$ cat config.mk
export PLATFORM = sky130hd
export DESIGN_NAME = esc_sequencer
export DESIGN_NICKNAME = d
export VERILOG_FILES = /design/src/design/esc_sequencer.v
export VERILOG_INCLUDE_DIRS = /design/src /design/src/shared
export SDC_FILE = /design/constraint.sdc
export NUM_CORES = 1
export LEC_CHECK = 0
export ABC_AREA = 1
export BUFFER_PORTS_ARGS = -buffer_cell sky130_fd_sc_hd__buf_4
export CORE_MARGIN = 2
export CORE_UTILIZATION = 60
export DETAILED_ROUTE_END_ITERATION = 7
export GPL_TIMING_DRIVEN = 0
export PLACE_DENSITY = 0.86
export SYNTH_ARGS = -nofsm -noshare
export SYNTH_HDL_FRONTEND = slang
export SYNTH_SLANG_ARGS = --single-unit
$ cat constraint.sdc
create_clock -name pclk -period 4.95 [get_ports pclk]
set_clock_uncertainty 0.15 [all_clocks]
set_input_delay 0.7425 -clock pclk [delete_from_list [all_inputs] [get_ports pclk]]
set_output_delay 0.7425 -clock pclk [all_outputs]
set_load 0.05 [all_outputs]
$ cat src/shared/esc_consts.vh
// Constants for the engine start and cutoff sequencer.
`ifndef ESC_CONSTS_VH
`define ESC_CONSTS_VH

// ----------------------------------------------------------------------
// Register byte offsets
// ----------------------------------------------------------------------
`define ESC_OFS_CMD        8'h00
`define ESC_OFS_STATUS     8'h04
`define ESC_OFS_IRQ_STAT   8'h08
`define ESC_OFS_IRQ_MASK   8'h0C

// ----------------------------------------------------------------------
// Command register bit positions (write one to issue)
// ----------------------------------------------------------------------
`define ESC_CMD_BYPASS     0
`define ESC_CMD_START      1
`define ESC_CMD_CUTOFF     2

// ----------------------------------------------------------------------
// Interrupt status and mask bit positions
// ----------------------------------------------------------------------
`define ESC_EV_READY       0
`define ESC_EV_CUTOFF      1
`define ESC_EV_MAINSTAGE   2
`define ESC_EV_FAIL        3
`define ESC_EV_W           4

// ----------------------------------------------------------------------
// Reset values
// ----------------------------------------------------------------------
`define ESC_RST_MASK       4'h0

// ----------------------------------------------------------------------
// Default timer durations in pclk cycles
// ----------------------------------------------------------------------
`define ESC_T_DELAY        16'h0040
`define ESC_T_IGN          16'h0080
`define ESC_T_SPARK        16'h0100
`define ESC_T_HELIUM       16'h0040

`endif

$ cat src/design/esc_sequencer.v
// Engine start, mainstage transition and cutoff sequencer with APB slave.
`timescale 1ns/1ps
`include "esc_consts.vh"

module esc_sequencer #(
    parameter        CW       = 16,
    parameter [15:0] T_DELAY  = `ESC_T_DELAY,
    parameter [15:0] T_IGN    = `ESC_T_IGN,
    parameter [15:0] T_SPARK  = `ESC_T_SPARK,
    parameter [15:0] T_HELIUM = `ESC_T_HELIUM
) (
    input  wire        pclk,
    input  wire        presetn,
    input  wire        psel,
    input  wire        penable,
    input  wire        pwrite,
    input  wire [7:0]  paddr,
    input  wire [31:0] pwdata,
    output reg  [31:0] prdata,
    output reg         pready,
    output reg         pslverr,
    input  wire        mainstage_enable,
    input  wire        ignition_detect,
    input  wire        start_tank_depressed,
    input  wire        thrust_ok_a,
    input  wire        thrust_ok_b,
    output reg         engine_ready,
    output reg         spark_igniter,
    output reg         spark_gas_generator,
    output reg         helium_ctl,
    output reg         ignition_phase_ctl,
    output reg         start_tank_discharge_ctl,
    output reg         mainstage_ctl,
    output reg         irq
);

    // ------------------------------------------------------------------
    // State encoding
    // ------------------------------------------------------------------
    // One bit per state, so status can show the state word as it is.
    // SHUT   after reset; the helium timer is already at zero.
    // READY  engine ready shown; start, bypass and cutoff taken.
    // DELAY  sparks, helium, ignition phase on; delay runs.
    // IGN    discharge open; the ignition phase timer runs.
    // SPARK  mainstage open; thrust must come before spark expiry.
    // MAIN   steady state; only a cutoff moves on.
    // CUT    helium on until its timer ends, then re-arm.
    // An illegal code falls back to SHUT, which re-arms alike.
    localparam [6:0] ST_SHUT  = 7'h01;
    localparam [6:0] ST_READY = 7'h02;
    localparam [6:0] ST_DELAY = 7'h04;
    localparam [6:0] ST_IGN   = 7'h08;
    localparam [6:0] ST_SPARK = 7'h10;
    localparam [6:0] ST_MAIN  = 7'h20;
    localparam [6:0] ST_CUT   = 7'h40;

    // The phase timer serves delay, ignition and helium in turn, as
    // they never overlap; the spark timer runs on into mainstage and
    // so needs a counter of its own.
    reg  [6:0]          state;
    reg  [CW-1:0]       seq_cnt;
    reg  [CW-1:0]       spark_cnt;
    reg                 spark_run;
    // One-cycle command pulses from a write to the command word.
    reg                 cmd_bypass;
    reg                 cmd_start;
    reg                 cmd_cutoff;
    // Sticky events, their mask and the per-cycle event pulses.
    reg  [`ESC_EV_W-1:0] irq_stat;
    reg  [`ESC_EV_W-1:0] irq_mask;
    reg  [`ESC_EV_W-1:0] ev;

    wire                access;
    wire                wr_done;
    wire                rd_req;
    wire                cut_req;
    wire                thrust_any;
    wire                mapped;
    wire                spark_expiring;

    // ------------------------------------------------------------------
    // APB handshake
    // ------------------------------------------------------------------
    // One wait state: pready rises on the second access cycle, and a
    // write lands only on the edge that samples pready high.
    // Register map, one word each:
    //   command   write only; bit 0 bypass, 1 start, 2 cutoff.
    //   status    read only; state, control outputs and inputs.
    //   irq stat  write one to clear.
    //   irq mask  read and write; a set bit lets its event out.
    // Other offsets answer pslverr, read zero and drop writes.
    assign access  = psel & penable;
    assign wr_done = access & pready & pwrite;
    assign rd_req  = access & ~pready & ~pwrite;
    assign mapped  = (paddr == `ESC_OFS_CMD) ||
                     (paddr == `ESC_OFS_STATUS) ||
                     (paddr == `ESC_OFS_IRQ_STAT) ||
                     (paddr == `ESC_OFS_IRQ_MASK);

    // Bypass and cutoff share one path so both behave identically.
    assign cut_req    = cmd_bypass | cmd_cutoff;
    assign thrust_any = thrust_ok_a | thrust_ok_b;

    // Last cycle of the spark timer; thrust seen only after it is
    // too late and leads to cutoff.
    assign spark_expiring = spark_run & (spark_cnt == {CW{1'b0}});

    // Ready strobe, error flag and read data, all registered.
    // pslverr rises with pready, so an error never stands alone.
    always @(posedge pclk or negedge presetn) begin
        if (!presetn) begin
            pready  <= 1'b0;
            pslverr <= 1'b0;
            prdata  <= 32'h0000_0000;
        end else begin
            pready  <= access & ~pready;
            pslverr <= access & ~pready & ~mapped;
            prdata  <= 32'h0000_0000;
            // Read data is formed in the first access cycle so that
            // it stands with pready in the second.
            if (rd_req) begin
                case (paddr)
                    `ESC_OFS_STATUS: begin
                        // Inputs at 20:16, outputs and ready at 14:8,
                        // state at 6:0; the rest read as zero.
                        prdata <= {11'h000, thrust_ok_b, thrust_ok_a,
                                   start_tank_depressed, ignition_detect,
                                   mainstage_enable, 1'b0,
                                   mainstage_ctl, start_tank_discharge_ctl,
                                   ignition_phase_ctl, helium_ctl,
                                   spark_gas_generator, spark_igniter,
                                   engine_ready, 1'b0, state};
                    end
                    `ESC_OFS_IRQ_STAT: begin
                        prdata <= {28'h000_0000, irq_stat};
                    end
                    `ESC_OFS_IRQ_MASK: begin
                        prdata <= {28'h000_0000, irq_mask};
                    end
                    default: begin
                        prdata <= 32'h0000_0000;
                    end
                endcase
            end
        end
    end

    // ------------------------------------------------------------------
    // Command strobes
    // ------------------------------------------------------------------
    // Each command is a one-cycle pulse taken from a write of one.
    // Several ones at once are allowed; cutoff or bypass then wins
    // over start inside the sequencer.
    always @(posedge pclk or negedge presetn) begin
        if (!presetn) begin
            cmd_bypass <= 1'b0;
            cmd_start  <= 1'b0;
            cmd_cutoff <= 1'b0;
        end else begin
            cmd_bypass <= 1'b0;
            cmd_start  <= 1'b0;
            cmd_cutoff <= 1'b0;
            if (wr_done && paddr == `ESC_OFS_CMD) begin
                cmd_bypass <= pwdata[`ESC_CMD_BYPASS];
                cmd_start  <= pwdata[`ESC_CMD_START];
                cmd_cutoff <= pwdata[`ESC_CMD_CUTOFF];
            end
        end
    end

    // ------------------------------------------------------------------
    // Sequencer
    // ------------------------------------------------------------------
    // Every cutoff path is tested first in each state so that a cutoff
    // always wins over a start transition in the same cycle.
    // Timing in pclk edges from the edge that enters a phase:
    //   DELAY lasts T_DELAY edges, then waits for mainstage enable.
    //   IGN lasts T_IGN edges, then checks ignition and the tank.
    //   Sparks end T_SPARK edges after mainstage opens.
    //   Helium closes T_HELIUM edges after the cutoff edge, and
    //   the engine re-arms one edge later with both switches low.
    // A duration of zero wraps the counter into a very long phase,
    // so every duration must be at least one.
    always @(posedge pclk or negedge presetn) begin
        if (!presetn) begin
            // Every control output is de-energized during reset.
            state                    <= ST_SHUT;
            seq_cnt                  <= {CW{1'b0}};
            spark_cnt                <= {CW{1'b0}};
            spark_run                <= 1'b0;
            engine_ready             <= 1'b0;
            spark_igniter            <= 1'b0;
            spark_gas_generator      <= 1'b0;
            helium_ctl               <= 1'b0;
            ignition_phase_ctl       <= 1'b0;
            start_tank_discharge_ctl <= 1'b0;
            mainstage_ctl            <= 1'b0;
            ev                       <= {`ESC_EV_W{1'b0}};
        end else begin
            ev <= {`ESC_EV_W{1'b0}};
            // Spark timer runs alongside the state machine and keeps
            // counting into mainstage, where the sparks are still on.
            if (spark_run) begin
                if (spark_expiring) begin
                    spark_run           <= 1'b0;
                    spark_igniter       <= 1'b0;
                    spark_gas_generator <= 1'b0;
                end else begin
                    spark_cnt <= spark_cnt - 1'b1;
                end
            end
            case (state)
                ST_SHUT, ST_CUT: begin
                    if (seq_cnt != {CW{1'b0}}) begin
                        seq_cnt <= seq_cnt - 1'b1;
                    end else begin
                        helium_ctl <= 1'b0;
                        // Reset conditions: helium vented, no thrust and
                        // no fresh cutoff pending.
                        if (!helium_ctl && !thrust_any && !cut_req) begin
                            state        <= ST_READY;
                            engine_ready <= 1'b1;
                            ev[`ESC_EV_READY] <= 1'b1;
                        end
                    end
                end
                ST_READY: begin
                    // Cutoff and bypass are tested before start.
                    if (cut_req) begin
                        state        <= ST_CUT;
                        engine_ready <= 1'b0;
                        seq_cnt      <= T_HELIUM[CW-1:0] - 1'b1;
                        ev[`ESC_EV_CUTOFF] <= 1'b1;
                    end else if (cmd_start) begin
                        state               <= ST_DELAY;
                        engine_ready        <= 1'b0;
                        spark_igniter       <= 1'b1;
                        spark_gas_generator <= 1'b1;
                        helium_ctl          <= 1'b1;
                        ignition_phase_ctl  <= 1'b1;
                        seq_cnt <= T_DELAY[CW-1:0] - 1'b1;
                    end
                end
                ST_DELAY, ST_IGN, ST_SPARK, ST_MAIN: begin
                    if (cut_req ||
                        (state == ST_IGN && seq_cnt == {CW{1'b0}} &&
                         (!ignition_detect || start_tank_depressed)) ||
                        (state == ST_SPARK && !thrust_any &&
                         (spark_expiring || !spark_run)) ||
                        (state == ST_MAIN && !thrust_any)) begin
                        // Sparks and discharge close too, so no igniter
                        // energy is left on with the valves shut.
                        state                    <= ST_CUT;
                        mainstage_ctl            <= 1'b0;
                        ignition_phase_ctl       <= 1'b0;
                        start_tank_discharge_ctl <= 1'b0;
                        spark_igniter            <= 1'b0;
                        spark_gas_generator      <= 1'b0;
                        spark_run                <= 1'b0;
                        seq_cnt <= T_HELIUM[CW-1:0] - 1'b1;
                        ev[`ESC_EV_CUTOFF] <= 1'b1;
                        ev[`ESC_EV_FAIL]   <= ~cut_req;
                    end else if (state == ST_DELAY) begin
                        // Without mainstage enable the phase holds;
                        // only a cutoff or bypass command ends it then.
                        if (seq_cnt != {CW{1'b0}}) begin
                            seq_cnt <= seq_cnt - 1'b1;
                        end else if (mainstage_enable) begin
                            state                    <= ST_IGN;
                            start_tank_discharge_ctl <= 1'b1;
                            seq_cnt <= T_IGN[CW-1:0] - 1'b1;
                        end
                    end else if (state == ST_IGN) begin
                        // Bad start conditions at expiry are caught by
                        // the cutoff test above, before this branch.
                        if (seq_cnt != {CW{1'b0}}) begin
                            seq_cnt <= seq_cnt - 1'b1;
                        end else begin
                            state                    <= ST_SPARK;
                            mainstage_ctl            <= 1'b1;
                            start_tank_discharge_ctl <= 1'b0;
                            spark_run                <= 1'b1;
                            spark_cnt <= T_SPARK[CW-1:0] - 1'b1;
                        end
                    end else if (state == ST_SPARK && thrust_any) begin
                        // Either switch alone is enough.
                        state <= ST_MAIN;
                        ev[`ESC_EV_MAINSTAGE] <= 1'b1;
                    end
                    // In mainstage nothing else changes.
                end
                default: begin
                    // An upset state code re-arms through SHUT.
                    state <= ST_SHUT;
                end
            endcase
        end
    end

    // ------------------------------------------------------------------
    // Interrupts
    // ------------------------------------------------------------------
    // A new event in the clearing cycle survives the write of one.
    // Events: ready entered, cutoff entered, mainstage reached, and
    // a cutoff raised by a sensor condition rather than a command.
    // irq is registered, so it trails its status bit by one cycle.
    always @(posedge pclk or negedge presetn) begin
        if (!presetn) begin
            irq_stat <= {`ESC_EV_W{1'b0}};
            irq_mask <= `ESC_RST_MASK;
            irq      <= 1'b0;
        end else begin
            if (wr_done && paddr == `ESC_OFS_IRQ_STAT) begin
                irq_stat <= (irq_stat & ~pwdata[`ESC_EV_W-1:0]) | ev;
            end else begin
                irq_stat <= irq_stat | ev;
            end
            if (wr_done && paddr == `ESC_OFS_IRQ_MASK) begin
                irq_mask <= pwdata[`ESC_EV_W-1:0];
            end
            // Masking a pending bit drops irq but keeps the bit.
            irq <= |(irq_stat & irq_mask);
        end
    end

endmodule // esc_sequencer

== Word level (Yosys, flattened, before mapping) ==
Cells that the tools add are included.
Storage, ports and cells
  register bits after elaboration: 97
  input bits: 50
  logic and storage cells: 194
Operators by class
  add/subtract/negate cells: 2
  equal/unequal tests: 25
  muxes and demuxes: 85
  bitwise gates (word level): 18
  reductions and logical operators: 43
Operators with widths (count)
  16-bit two-way mux: 15
  7-bit two-way mux: 11
  21-bit case mux with 3 select lines: 1
  16-bit case mux with 3 select lines: 1
  1-bit two-way mux: 47
  16-bit logical NOT: 2
  32-bit two-way mux: 1
  16-bit by 1-bit subtractor with 16-bit output (second input constant): 2
  4-bit AND reduction: 6
  7-bit case mux with 3 select lines: 1
  8-bit by 4-bit == test with 1-bit output (second input constant): 2
  4-bit != test (second input constant): 4
  16-bit nonzero test: 1
  2-bit != test (second input constant): 7
  1-bit case mux with 2 select lines: 6
  1-bit logical AND: 11
  5-bit != test (second input constant): 2
  4-bit bitwise AND: 2
  8-bit by 3-bit == test with 1-bit output (second input constant): 1
  8-bit logical NOT: 1
  1-bit logical OR: 8
  4-bit bitwise OR: 2
  4-bit OR reduction: 2
  1-bit bitwise AND: 7
  18 further kinds: 30

== Logic depth before layout (Yosys ltp) ==
Gate-level depths: netlist of run 1.
  depth in word-level cells: 9
  gate-level depth with buffers: 15

== Least setup slack after synthesis of run 1 ==
No wires, ideal clock.
  kind: input -> register
  start point: in thrust_ok_b
  end point: reg state[4]
  arrival: 1929 ps
  required time: 4681 ps
  setup slack: 2752 ps
  stages: 10
  buffers on the path: 0
  cell sequence: nor2_1 inv_1 nor3_1 nand2_1 a21oi_1 nand2_1 nor2_4 nand2_2 nand2_1 nand2_1
Between the ends
  longest elaborated chain between the ends: 8
  elaborated cells between the ends (all ways): 18
  classes of those cells: eq/ne (5); mux (2); bitwise (1); reduce/logical (10)
Ends and longest elaborated chain
  start: declaration: line esc_sequencer.v:26  | input wire thrust_ok_b,
  1-bit bitwise OR (*): line esc_sequencer.v:102  | assign thrust_any = thrust_ok_a | thrust_ok_b;
  1-bit logical NOT: line esc_sequencer.v:220, esc_sequencer.v:248, esc_sequencer.v:250
  1-bit logical AND (2 in a row): line esc_sequencer.v:248  | (state == ST_SPARK && !thrust_any &&
  1-bit logical OR: line esc_sequencer.v:247  | (!ignition_detect || start_tank_depressed)) ||
  1-bit logical OR: line esc_sequencer.v:249  | (spark_expiring || !spark_run)) ||
  5-bit != test (no source line) (tied with other cells)
  7-bit AND reduction (no source line) or 7-bit case mux with 3 select lines (tied branches)
  end signal: assignment: line esc_sequencer.v:253  | state <= ST_CUT;
  end signal: assignment: line esc_sequencer.v:269  | state <= ST_IGN;
  end signal: assignment: line esc_sequencer.v:279  | state <= ST_SPARK;
  end: declaration: line esc_sequencer.v:60  | reg [6:0] state;
Mark *: on every way between the ends. The rest lies on a longest branch, timed or not.
A chain may end at the register's enable or synchronous reset.

== Worst setup path after layout of run 1 ==
  start point: reg seq_cnt[0]
  end point: reg spark_cnt[15]
Between the ends
  longest elaborated chain between the ends: 8
  elaborated cells between the ends (all ways): 12
  classes of those cells: mux (5); reduce/logical (7)
Ends and longest elaborated chain
  start: declaration: line esc_sequencer.v:61  | reg [CW-1:0] seq_cnt;
  start signal: assignment: line esc_sequencer.v:188  | seq_cnt <= {CW{1'b0}};
  start signal: assignment: line esc_sequencer.v:215  | seq_cnt <= seq_cnt - 1'b1;
  start signal: assignment: line esc_sequencer.v:232  | seq_cnt <= T_HELIUM[CW-1:0] - 1'b1;
  16-bit logical NOT: line esc_sequencer.v:246  | (state == ST_IGN && seq_cnt == {CW{1'b0}} &&
  1-bit logical AND (2 in a row): line esc_sequencer.v:246
  1-bit logical OR: line esc_sequencer.v:245  | if (cut_req ||
  1-bit logical OR: line esc_sequencer.v:247
  1-bit logical OR: line esc_sequencer.v:249
  16-bit two-way mux (*): line esc_sequencer.v:245
  16-bit two-way mux (*): line esc_sequencer.v:212  | case (state)
  end signal: assignment: line esc_sequencer.v:189  | spark_cnt <= {CW{1'b0}};
  end signal: assignment: line esc_sequencer.v:209  | spark_cnt <= spark_cnt - 1'b1;
  end signal: assignment: line esc_sequencer.v:283  | spark_cnt <= T_SPARK[CW-1:0] - 1'b1;
  end: declaration: line esc_sequencer.v:62  | reg [CW-1:0] spark_cnt;
Marks and branches as above.

==> flow_metrics.env, run 1 <==
export IMPL_status="finished, final reports clean"
export IMPL_critical_path_slowest_cell="sky130_fd_sc_hd__nor3_2"
export IMPL_gr_util_all_layers_pct=26.7
export IMPL_route_detailed_drc=0
export IMPL_floorplan_initialDensity_pct=61.0
export IMPL_floorplan_die_width_um=91.9
export IMPL_wirelength_met1_um=4390
export IMPL_detailed_routed_wire_length_on_met2_um=5420
export IMPL_post_synth_num_cell_types=42
export IMPL_cell_family_with_the_largest_share_of_critical_path_delay="simple AND/OR/NAND/NOR gates"
export IMPL_ff2ff_path_depth=10
export IMPL_floorplan_core_area_sq_um=7610
export IMPL_postCtsSetupRepairBufs=0
export IMPL_tightestPinTransition_ns=1.02
export IMPL_fmax_mhz=397
export IMPL_layout_min_cycle_time_ns=2.52
export IMPL_cts_htree_levels=3
export IMPL_die_height_um=91.9
export IMPL_cells_on_worst_hold_path=1
export IMPL_grt_setup_unrepaired="no"
export IMPL_syn_instance_count=587
export IMPL_num_fill_cells=593
export IMPL_worstPathMaxFanout=10
export IMPL_min_from="ev[2]"
export IMPL_tritoncts="done"
export IMPL_timing_critical_path_buf_inv=3
export IMPL_core_rowCount=32
export IMPL_final_min_period_over_clock_period_pct=50.9
export IMPL_worst_setup_path_end_kind="flop"
export IMPL_power_density_cell_area_nw_per_um2=444
export IMPL_main_flop_type_after_synthesis="sky130_fd_sc_hd__dfrtp_1"
export IMPL_startpoint_type="flop"
export IMPL_drive_gt1_share_pct=20.9
export IMPL_wire_per_inst_um=13.7
export IMPL_reg2reg_from="seq_cnt[0]"
export IMPL_floorplan_die_area_sq_um=8450
export IMPL_hold_class="flop to flop"
export IMPL_gp_congestion=0.909
export IMPL_path_cells="inv_1, ha_1, nand2_1, nor2_1, nand2_2, buf_2, nor2_2, inv_1, nor3_2, nor2_1"
export IMPL_route_detailed_vias_per_inst=5.37
export IMPL_route_top_layer_used="met4"
export IMPL_vias=4118
export IMPL_finalMaxSlewViolations=0
export IMPL_r2r_end="spark_cnt[15]"
export IMPL_largest_net_degree_at_the_start_of_global_routing=85
export IMPL_maxCapViolCount=0
export IMPL_max_stage_delay_ns=0.49
export IMPL_hold_buffers=0
export IMPL_antenna_found_initial=0
export IMPL_synth_edf_count=0
export IMPL_most_common_layout_cells="sky130_fd_sc_hd__nand2_1, sky130_fd_sc_hd__dfrtp_1, sky130_fd_sc_hd__nor2_1"
export IMPL_drtPass1Iterations=5
export IMPL_post_detailed_routing_wire_length_um=10500
export IMPL_setup_worst_path_class="flop to flop"
export IMPL_critical_path_required_ns=5.03
export IMPL_insertion_delay_ns=0.36
export IMPL_dr_wl_met3_um=568
export IMPL_finalHoldViolCount=0
export IMPL_nets=714
export IMPL_postCtsResizedCells=0
export IMPL_postSynth_asyncResetShare_pct=100
export IMPL_postSynthAreaPerCell_sq_um=7.90
export IMPL_drt_initial_drc_count=263
export IMPL_io_buffers=50
export IMPL_power_mw=2.39
export IMPL_total_negative_slack_ns=0
export IMPL_vdd_ir_drop_worst_mv=0.279
export IMPL_synth_warning_count=0
export IMPL_clkSlewWorstSetupHoldPaths_ns=0.09
export IMPL_wire_length_of_the_first_global_routing_pass_um=18300
export IMPL_tritoncts_num_buffers=9
export IMPL_postSynthRegisterBits=84
export IMPL_layout_area_overhead_vs_synth_pct=16.2
export IMPL_synth_sequential_area_ratio_pct=45.3
export IMPL_most_common_cell_after_layout_fill_and_taps_aside="sky130_fd_sc_hd__nand2_1"
export IMPL_numClockSinks=84
export IMPL_number_of_buffers_on_the_longest_clock_path=2
export IMPL_arrival_ns=2.60
export IMPL_num_antenna_cells=0
export IMPL_end_of_the_worst_hold_path="irq_stat[2]"
export IMPL_vias_in_the_first_global_route=4072
export IMPL_cellLeakagePower_nw=2.82
export IMPL_syn_area_sq_um=4640
export IMPL_root_buffer="sky130_fd_sc_hd__clkbuf_8"
export IMPL_reg2reg_setup_slack_ns=2.43
export IMPL_globalRouteOverflowTotal=0
export IMPL_top_level_ports=92
export IMPL_final_setup_viol_count=0
export IMPL_timing_slew_headroom_pct=32.2
export IMPL_hpwl_um=7850
export IMPL_drt_antenna_violating_nets=0
## routing by layer
metal | track usage, % | vias to the layer above
met5 | 0 | -
met4 | 6.47 | 0
met3 | 6.16 | 13
met2 | 46.9 | 125
met1 | 33.4 | 1981
li1 | - | 1999
## cell usage after synthesis (4+ instances only)
library cell | count | area [sq um]
sky130_fd_sc_hd__nand2_1 | 146 | 548
sky130_fd_sc_hd__dfrtp_1 | 83 | 2080
sky130_fd_sc_hd__nor2_1 | 69 | 259
sky130_fd_sc_hd__inv_1 | 61 | 229
sky130_fd_sc_hd__nand3_1 | 30 | 150
sky130_fd_sc_hd__o21ai_0 | 24 | 120
sky130_fd_sc_hd__a21oi_1 | 19 | 95.1
sky130_fd_sc_hd__nor3_1 | 19 | 95.1
sky130_fd_sc_hd__buf_4 | 14 | 105
sky130_fd_sc_hd__nand4_1 | 13 | 81.3
sky130_fd_sc_hd__nor2_2 | 13 | 81.3
sky130_fd_sc_hd__inv_2 | 11 | 41.3
sky130_fd_sc_hd__xor2_1 | 9 | 78.8
sky130_fd_sc_hd__nand2_2 | 7 | 43.8
sky130_fd_sc_hd__nor3b_1 | 7 | 52.6
sky130_fd_sc_hd__xnor2_1 | 7 | 61.3
sky130_fd_sc_hd__or2_2 | 6 | 37.5
sky130_fd_sc_hd__nor2_4 | 5 | 56.3
sky130_fd_sc_hd__o21bai_1 | 5 | 37.5
sky130_fd_sc_hd__ha_1 | 4 | 50.1
sky130_fd_sc_hd__nand3_2 | 4 | 40.0
sky130_fd_sc_hd__o22ai_1 | 4 | 25.0
## registers in the layout (all words and copies together), names as in the netlist, 4 cells and up
name,flops
prdata,19
irq_stat,4
state,7
spark_cnt,16
ev,4
irq_mask,4
seq_cnt,16
## area by class of cell
type                       instances  area, sq um  share of cell area [%]
buffer                            18          129                    2.39
inverter                          73          275                    5.11
timing repair buffer              50          375                    6.97
sequential                        84         2100                    39.0
tap                              102          128                    2.37
clock inverter                     5         61.3                    1.14
clock buffer                      11          141                    2.62
multi-input combinational        424         2180                    40.4
## cell families after synthesis
| logic type | after synthesis | synth area share [%] |
|---|---|---|
| XOR/XNOR | 16 | 3.02 |
| flip-flops | 84 | 45.3 |
| AND/OR/NAND/NOR | 333 | 34.4 |
| adder cells (fa/ha/maj) | 4 | 1.08 |
| buffers and inverters | 91 | 8.71 |
| AO/OA/AOI/OAI | 58 | 7.36 |
| other | 1 | 0.0809 |
## power breakdown
part	switching (mW)	total, mW	internal [mW]
clock	0.249	0.497	0.248
sequential	0.107	0.896	0.788
combinational	0.650	1.00	0.351
total	1.01	2.39	1.39
## worst reg2reg max path, cell delays in order (launching register included)
cell                      delay (ns)
sky130_fd_sc_hd__dfrtp_1        0.40
sky130_fd_sc_hd__inv_1          0.08
sky130_fd_sc_hd__ha_1           0.19
sky130_fd_sc_hd__nand2_1        0.12
sky130_fd_sc_hd__nor2_1         0.23
sky130_fd_sc_hd__nand2_2        0.13
sky130_fd_sc_hd__buf_2          0.21
sky130_fd_sc_hd__nor2_2         0.15
sky130_fd_sc_hd__inv_1          0.11
sky130_fd_sc_hd__nor3_2         0.49
sky130_fd_sc_hd__nor2_1         0.13
## metrics by stage
stage / cells / area [sq um] / setup slack [ns] / hold slack, ns / utilization (%)
after floorplan: 599 / 4680 / 2.75 / 0.259 / -
after global placement: 751 / 5190 / 2.41 / 0.272 / 68.2
after detailed placement: 751 / 5190 / 2.33 / 0.284 / 68.2
after CTS: 767 / 5390 / 2.44 / 0.290 / 70.8
after global routing: 767 / 5390 / 2.22 / 0.315 / 70.8
final: 767 / 5390 / 2.43 / 0.290 / 70.8
## worst max-delay path by stage
stage | from | endpoint | slack (ns) | depth (start not counted)
4_1_cts | seq_cnt[0] | spark_cnt[15] | 2.44 | 10
6_report | seq_cnt[0] | spark_cnt[15] | 2.43 | 10
2_1_floorplan | thrust_ok_b | state[4] | 2.75 | 10
3_3_place_gp | thrust_ok_b | state[4] | 2.41 | 11
5_1_grt | seq_cnt[0] | spark_cnt[15] | 2.22 | 10
3_5_place_dp | thrust_ok_b | seq_cnt[13] | 2.33 | 12
(Power assumes the default switching activity.)
==> inputs of run 2 (changes only) <==
Settings changed: ABC_AREA 1 to 0, CORE_UTILIZATION 60 to 49, PLACE_DENSITY 0.86 to 0.76.
Clock period 4.95 ns to 2.17 ns, I/O delays scaled along.
==> flow_metrics.env, run 2 <==
export IMPL_status="finished with violations"
export IMPL_violations="negative setup slack"
export IMPL_post_detailed_routing_wire_length_um=11500
export IMPL_finalHoldViolCount=0
export IMPL_worstPathMaxFanout=5
export IMPL_final_setup_viol_count=51
export IMPL_antenna_found_initial=0
export IMPL_numClockSinks=84
export IMPL_num_antenna_cells=0
export IMPL_netlist_area_leader_share_pct=48.7
export IMPL_worst_setup_path_end_kind="flop"
export IMPL_yosys_area_share_adder_pct=1.17
export IMPL_place_area_sq_um=4880
export IMPL_insertion_delay_ns=0.36
export IMPL_synthMostInstantiatedCell="sky130_fd_sc_hd__dfrtp_1"
export IMPL_area_leader_netlist="sky130_fd_sc_hd__dfrtp_1"
export IMPL_largest_reg_flops=19
export IMPL_timing_slew_headroom_pct=30.6
export IMPL_syn_instance_count=432
export IMPL_gp_congestion=0.905
export IMPL_cellLeakagePower_nw=2.62
export IMPL_nets=589
export IMPL_final_min_period_over_clock_period_pct=148
export IMPL_fmax_mhz=312
export IMPL_syn_area_sq_um=4270
export IMPL_synthTopCellsByCount="sky130_fd_sc_hd__dfrtp_1, sky130_fd_sc_hd__nor2_1, sky130_fd_sc_hd__nand2_1"
export IMPL_postSynthRegisterBits=84
export IMPL_xor_and_xnor_area_share_after_synthesis_pct=3.70
export IMPL_main_flop_type_after_synthesis="sky130_fd_sc_hd__dfrtp_1"
export IMPL_synth_compound_area_share_pct=14.3
export IMPL_total_negative_slack_ns=-41.42
export IMPL_floorplan_core_area_sq_um=8590
export IMPL_design_area_sq_um=5740
export IMPL_tritoncts_num_buffers=9
export IMPL_drtPass1Iterations=7
export IMPL_drive_gt1_share_pct=35.2
export IMPL_num_fill_cells=594
export IMPL_most_common_layout_cells="sky130_fd_sc_hd__buf_4, sky130_fd_sc_hd__dfrtp_1, sky130_fd_sc_hd__nand2_1"
export IMPL_preCtsSetupSlack_ns=-1.27
export IMPL_number_of_buffers_on_the_longest_clock_path=2
export IMPL_floorplan_die_area_sq_um=9470
export IMPL_worst_slack_ns=-1.04
export IMPL_vdd_ir_drop_worst_mv=0.381
export IMPL_netlist_top_cells_area="sky130_fd_sc_hd__dfrtp_1, sky130_fd_sc_hd__nor2_1, sky130_fd_sc_hd__and2_1"
export IMPL_root_buffer="sky130_fd_sc_hd__clkbuf_8"
export IMPL_largest_net_degree_at_the_start_of_global_routing=85
export IMPL_clkSlewWorstSetupHoldPaths_ns=0.09
export IMPL_synth_edf_count=0
export IMPL_tritoncts="done"
export IMPL_tightestPinTransition_ns=1.04
export IMPL_postSynth_asyncResetShare_pct=100
export IMPL_globalRouteOverflowTotal=0
export IMPL_power_density_cell_area_nw_per_um2=588
export IMPL_maxCapViolCount=0
export IMPL_cts_htree_levels=3
export IMPL_vias_in_the_first_global_route=3944
export IMPL_finalMaxSlewViolations=0
export IMPL_post_synth_and_or_nand_nor_area_fraction_pct=23.5
export IMPL_most_common_cell_after_layout_fill_and_taps_aside="sky130_fd_sc_hd__buf_4"
export IMPL_synth_sequential_area_ratio_pct=49.3
export IMPL_layout_area_overhead_vs_synth_pct=34.4
export IMPL_layout_min_cycle_time_ns=3.21
export IMPL_route_detailed_vias_per_inst=6.09
export IMPL_hold_class="primary input to async pin"
export IMPL_route_detailed_drc=0
export IMPL_wire_length_of_the_first_global_routing_pass_um=18700
export IMPL_power_mw=3.37
export IMPL_setup_worst_path_class="flop to flop"
export IMPL_core_rowCount=34
export IMPL_vias=3944
export IMPL_critical_path_required_ns=2.26
export IMPL_io_buffers=49
export IMPL_dominant_combinational_cell_family_by_area_after_synthesis="simple AND/OR/NAND/NOR gates"
export IMPL_floorplan_die_width_um=97.3
export IMPL_drt_initial_drc_count=327
export IMPL_gr_util_all_layers_pct=24.5
export IMPL_wire_per_inst_um=17.8
export IMPL_startpoint_type="flop"
export IMPL_hold_buffers=0
export IMPL_synth_warning_count=0
export IMPL_grt_setup_unrepaired="yes"
export IMPL_post_synth_num_cell_types=61
export IMPL_yosys_mux_area_fraction_pct=1.85
export IMPL_arrival_ns=3.30
export IMPL_floorplan_initialDensity_pct=49.7
export IMPL_die_height_um=97.3
export IMPL_hpwl_um=6950
export IMPL_postSynthAreaPerCell_sq_um=9.88
export IMPL_drt_antenna_violating_nets=0
export IMPL_top_register="prdata"
export IMPL_reg2reg_setup_slack_ns=-1.04
export IMPL_top_level_ports=92
export IMPL_largest_registers="prdata (19), seq_cnt (16), spark_cnt (16)"
==> run 2: cell types whose count changed in the layout (fill, tap and decap cells not counted), sizes merged, moves of 7 or more <==
cell and change:
buf +32, nor4 +7, inv -47, or3 +9, clkbuf +9, o21ai -8
a311oi +8, and2 +22, nand3 -20, mux2 +7, a21oi -18, nor2 -51
nand2 -121
==> run 2: logic make-up after synthesis <==
logic type	Yosys count
flip-flops	84
multiplexers	7
other	1
XOR/XNOR	18
AO/OA/AOI/OAI	80
AND/OR/NAND/NOR	186
buffers and inverters	52
adder cells (fa/ha/maj)	4
==> run 2: cell type report <==
class / instances / area [sq um] / area share [%]
buffer: 29 / 215 / 3.75
clock buffer: 10 / 138 / 2.40
clock inverter: 6 / 55.1 / 0.960
inverter: 21 / 81.3 / 1.42
multi-input combinational: 309 / 2350 / 40.9
sequential: 84 / 2100 / 36.7
tap: 108 / 135 / 2.36
timing repair buffer: 81 / 658 / 11.5
==> run 2: layer usage <==
metal / track usage (%) / up-vias / part of all wire [%]
met1: 29.2 / 1914 / 38
met2: 41.5 / 228 / 50
li1: - / 1748 / -
met5: 0 / - / 0
met3: 5.18 / 54 / 7.1
met4: 13.1 / 0 / 4.9
==> run 2: worst max-delay path: stages (launching register included) <==
cell                      delay [ns]
sky130_fd_sc_hd__dfrtp_1        0.42
sky130_fd_sc_hd__inv_2          0.08
sky130_fd_sc_hd__ha_4           0.12
sky130_fd_sc_hd__or3b_4         0.38
sky130_fd_sc_hd__or4b_4         0.59
sky130_fd_sc_hd__buf_4          0.18
sky130_fd_sc_hd__o41ai_4        0.22
sky130_fd_sc_hd__buf_6          0.19
sky130_fd_sc_hd__buf_6          0.11
sky130_fd_sc_hd__or2_4          0.13
sky130_fd_sc_hd__o221a_4        0.23
sky130_fd_sc_hd__mux2_4         0.30
==> run 2: timing repair <==
item / 4_1_cts / 5_1_grt
pin swaps: 21 / 10
setup endpoints to repair: 65 / 65
setup buffers: 30 / 1
resized for setup: 67 / 23
cloned: 1 / 1
==> run 2: through the flow <==
step,hold WS [ns],utilization (%),instances
2_1_floorplan,-0.120,-,444
3_3_place_gp,0.259,56.8,601
3_5_place_dp,0.267,56.8,601
4_1_cts,0.0217,65.4,646
6_report,0.00378,66.7,648
5_1_grt,0.0119,66.7,648
==> run 2: power breakdown <==
part | switching [mW] | total [mW] | internal [mW] | leakage (nW)
registers | 0.0151 | 1.60 | 1.59 | 1.07
logic | 0.401 | 0.666 | 0.265 | 1.46
clock network | 0.631 | 1.10 | 0.472 | 0.0998
==> run 2: final timing paths <==
| check | from | to | cells past startpoint |
|---|---|---|---|
| worst max register to register | seq_cnt[1] | state[4] | 11 |
| worst max-delay path | seq_cnt[1] | state[4] | 11 |
| worst min register to register | ev[1] | irq_stat[1] | 1 |
| min in group pclk | start_tank_depressed | prdata[18] | 2 |
| worst min-delay path | presetn | pready | 1 |
| max in group asynchronous | presetn | seq_cnt[6] | 1 |
==> inputs of run 3 (changes only) <==
Settings changed: HOLD_SLACK_MARGIN set to 0.08.
==> flow_metrics.env, run 3 (synthesis results as in run 2) <==
export IMPL_timing_slew_headroom_pct=30.6
export IMPL_number_of_buffers_on_the_longest_clock_path=2
export IMPL_min_from="paddr[1]"
export IMPL_gr_util_all_layers_pct=24.9
export IMPL_finalHoldViolCount=0
export IMPL_tightestPinTransition_ns=1.04
export IMPL_tritoncts_num_buffers=9
export IMPL_top_level_ports=92
export IMPL_layout_min_cycle_time_ns=3.21
export IMPL_most_common_layout_cells="sky130_fd_sc_hd__buf_4, sky130_fd_sc_hd__dfrtp_1, sky130_fd_sc_hd__nand2_1"
export IMPL_violations="negative setup slack"
export IMPL_die_height_um=97.3
export IMPL_drive_gt1_share_pct=34.0
export IMPL_setup_worst_path_class="flop to flop"
export IMPL_numClockSinks=84
export IMPL_globalRouteOverflowTotal=0
export IMPL_core_rowCount=34
export IMPL_route_detailed_drc=0
export IMPL_drtPass1Iterations=6
export IMPL_largest_reg_flops=19
export IMPL_clkSlewWorstSetupHoldPaths_ns=0.10
export IMPL_tritoncts="done"
export IMPL_startpoint_type="flop"
export IMPL_arrival_ns=3.32
export IMPL_power_density_cell_area_nw_per_um2=581
export IMPL_num_antenna_cells=0
export IMPL_busiest_layer="met2"
export IMPL_route_detailed_vias_per_inst=6.03
export IMPL_cellLeakagePower_nw=2.65
export IMPL_top_register="prdata"
export IMPL_cells_on_worst_hold_path=3
export IMPL_layout_area_overhead_vs_synth_pct=35.8
export IMPL_fmax_mhz=312
export IMPL_most_common_cell_after_layout_fill_and_taps_aside="sky130_fd_sc_hd__buf_4"
export IMPL_floorplan_die_area_sq_um=9470
export IMPL_nets=599
export IMPL_final_min_period_over_clock_period_pct=148
export IMPL_drt_antenna_violating_nets=0
export IMPL_r2r_end="seq_cnt[2]"
export IMPL_drt_initial_drc_count=351
export IMPL_placed_cells_incl_taps=601
export IMPL_wire_length_of_the_first_global_routing_pass_um=19100
export IMPL_floorplan_core_area_sq_um=8590
export IMPL_ff2ff_path_depth=7
export IMPL_wire_per_inst_um=17.7
export IMPL_end_of_the_worst_hold_path="pslverr"
export IMPL_grt_setup_unrepaired="yes"
export IMPL_hold_class="primary input to flop"
export IMPL_status="finished with violations"
export IMPL_post_detailed_routing_wire_length_um=11700
export IMPL_vias=3971
export IMPL_reg2reg_setup_slack_ns=-1.04
export IMPL_root_buffer="sky130_fd_sc_hd__clkbuf_8"
export IMPL_grtUsageMet2_pct=41.8
export IMPL_maxCapViolCount=0
export IMPL_worst_setup_path_end_kind="flop"
export IMPL_vdd_ir_drop_worst_mv=0.384
export IMPL_gp_congestion=0.905
export IMPL_critical_path_required_ns=2.28
export IMPL_finalMaxSlewViolations=0
export IMPL_hpwl_um=6950
export IMPL_vias_in_the_first_global_route=4049
export IMPL_largest_registers="prdata (19), seq_cnt (16), spark_cnt (16)"
export IMPL_final_setup_viol_count=51
export IMPL_worst_slack_ns=-1.04
export IMPL_cts_htree_levels=3
export IMPL_grtUsageMet1_pct=29.6
export IMPL_met3_usage_pct=4.68
export IMPL_insertion_delay_ns=0.36
export IMPL_largest_net_degree_at_the_start_of_global_routing=85
export IMPL_worstPathMaxFanout=5
export IMPL_layout_cells_non_filler=658
export IMPL_antenna_found_initial=0
export IMPL_total_negative_slack_ns=-41.83
export IMPL_floorplan_die_width_um=97.3
export IMPL_reg2reg_from="seq_cnt[6]"
export IMPL_floorplan_initialDensity_pct=49.7
export IMPL_io_buffers=49
[run 3: cell count changes in the layout (fill, tap and decap cells not counted), sizes merged]
cell and delta:
buf -1, dlygate4sd3 +10, clkbuf +1
[run 3: worst max path at each step]
stage	start	end	slack, ns
6_report	seq_cnt[6]	seq_cnt[2]	-1.04
5_1_grt	seq_cnt[6]	seq_cnt[2]	-1.10
4_1_cts	seq_cnt[0]	seq_cnt[15]	-0.97
3_5_place_dp	spark_cnt[0]	seq_cnt[9]	-1.27
3_3_place_gp	seq_cnt[0]	seq_cnt[13]	-1.26
2_1_floorplan	seq_cnt[6]	seq_cnt[15]	-1.0
[run 3: through the flow]
| stage | power, mW | util, % | worst slack, ns | hold slack (ns) | cell area, sq um |
|---|---|---|---|---|---|
| global placement | 2.11 | 56.8 | -1.26 | 0.259 | 4880 |
| global route | 3.49 | 67.4 | -1.10 | 0.113 | 5790 |
| CTS | 3.33 | 66.5 | -0.974 | 0.0909 | 5720 |
| detailed placement | 2.12 | 56.8 | -1.27 | 0.267 | 4880 |
| floorplan | 1.98 | - | -0.997 | -0.120 | 4380 |
| finish | 3.37 | 67.4 | -1.04 | 0.0814 | 5790 |
[run 3: critical path, cell delays in order, from the launching register on]
cell and delay (ns):
sky130_fd_sc_hd__dfrtp_2 0.45, sky130_fd_sc_hd__or4_4 0.53, sky130_fd_sc_hd__or4b_4 0.60, sky130_fd_sc_hd__o41a_1 0.48, sky130_fd_sc_hd__buf_4 0.16, sky130_fd_sc_hd__nor3_4 0.28
sky130_fd_sc_hd__nor2_1 0.17, sky130_fd_sc_hd__o221a_2 0.29
[run 3: metal layers]
metal  routed length, um  up-vias
met5                   0        -
met4                 542        0
met3                 762       57
met2                5880      212
met1                4480     1938
li1                    -     1764
[run 3: report_power, final]
part | internal [mW] | switching [mW] | leakage (nW)
logic | 0.267 | 0.394 | 1.48
registers | 1.59 | 0.0159 | 1.07
clock network | 0.472 | 0.632 | 0.0998
total | 2.32 | 1.04 | 2.65
[run 3: timing repair]
action,CTS,global route
pin swaps,21,13
setup endpoints to repair,65,65
hold endpoints to repair,95,0
hold buffers,10,0
setup buffers,30,2
resized for setup,67,17
cloned,1,1
[run 3: layout make-up]
type                    instances  area, sq um
well taps                     108          135
inverters                      21         81.3
clock buffers                  10          138
clock inverters                 6         55.1
flip-flops and latches         84         2110
fillers                       600         2800
multi-input cells             309         2310
repair buffers                 92          766
plain buffers                  28          201
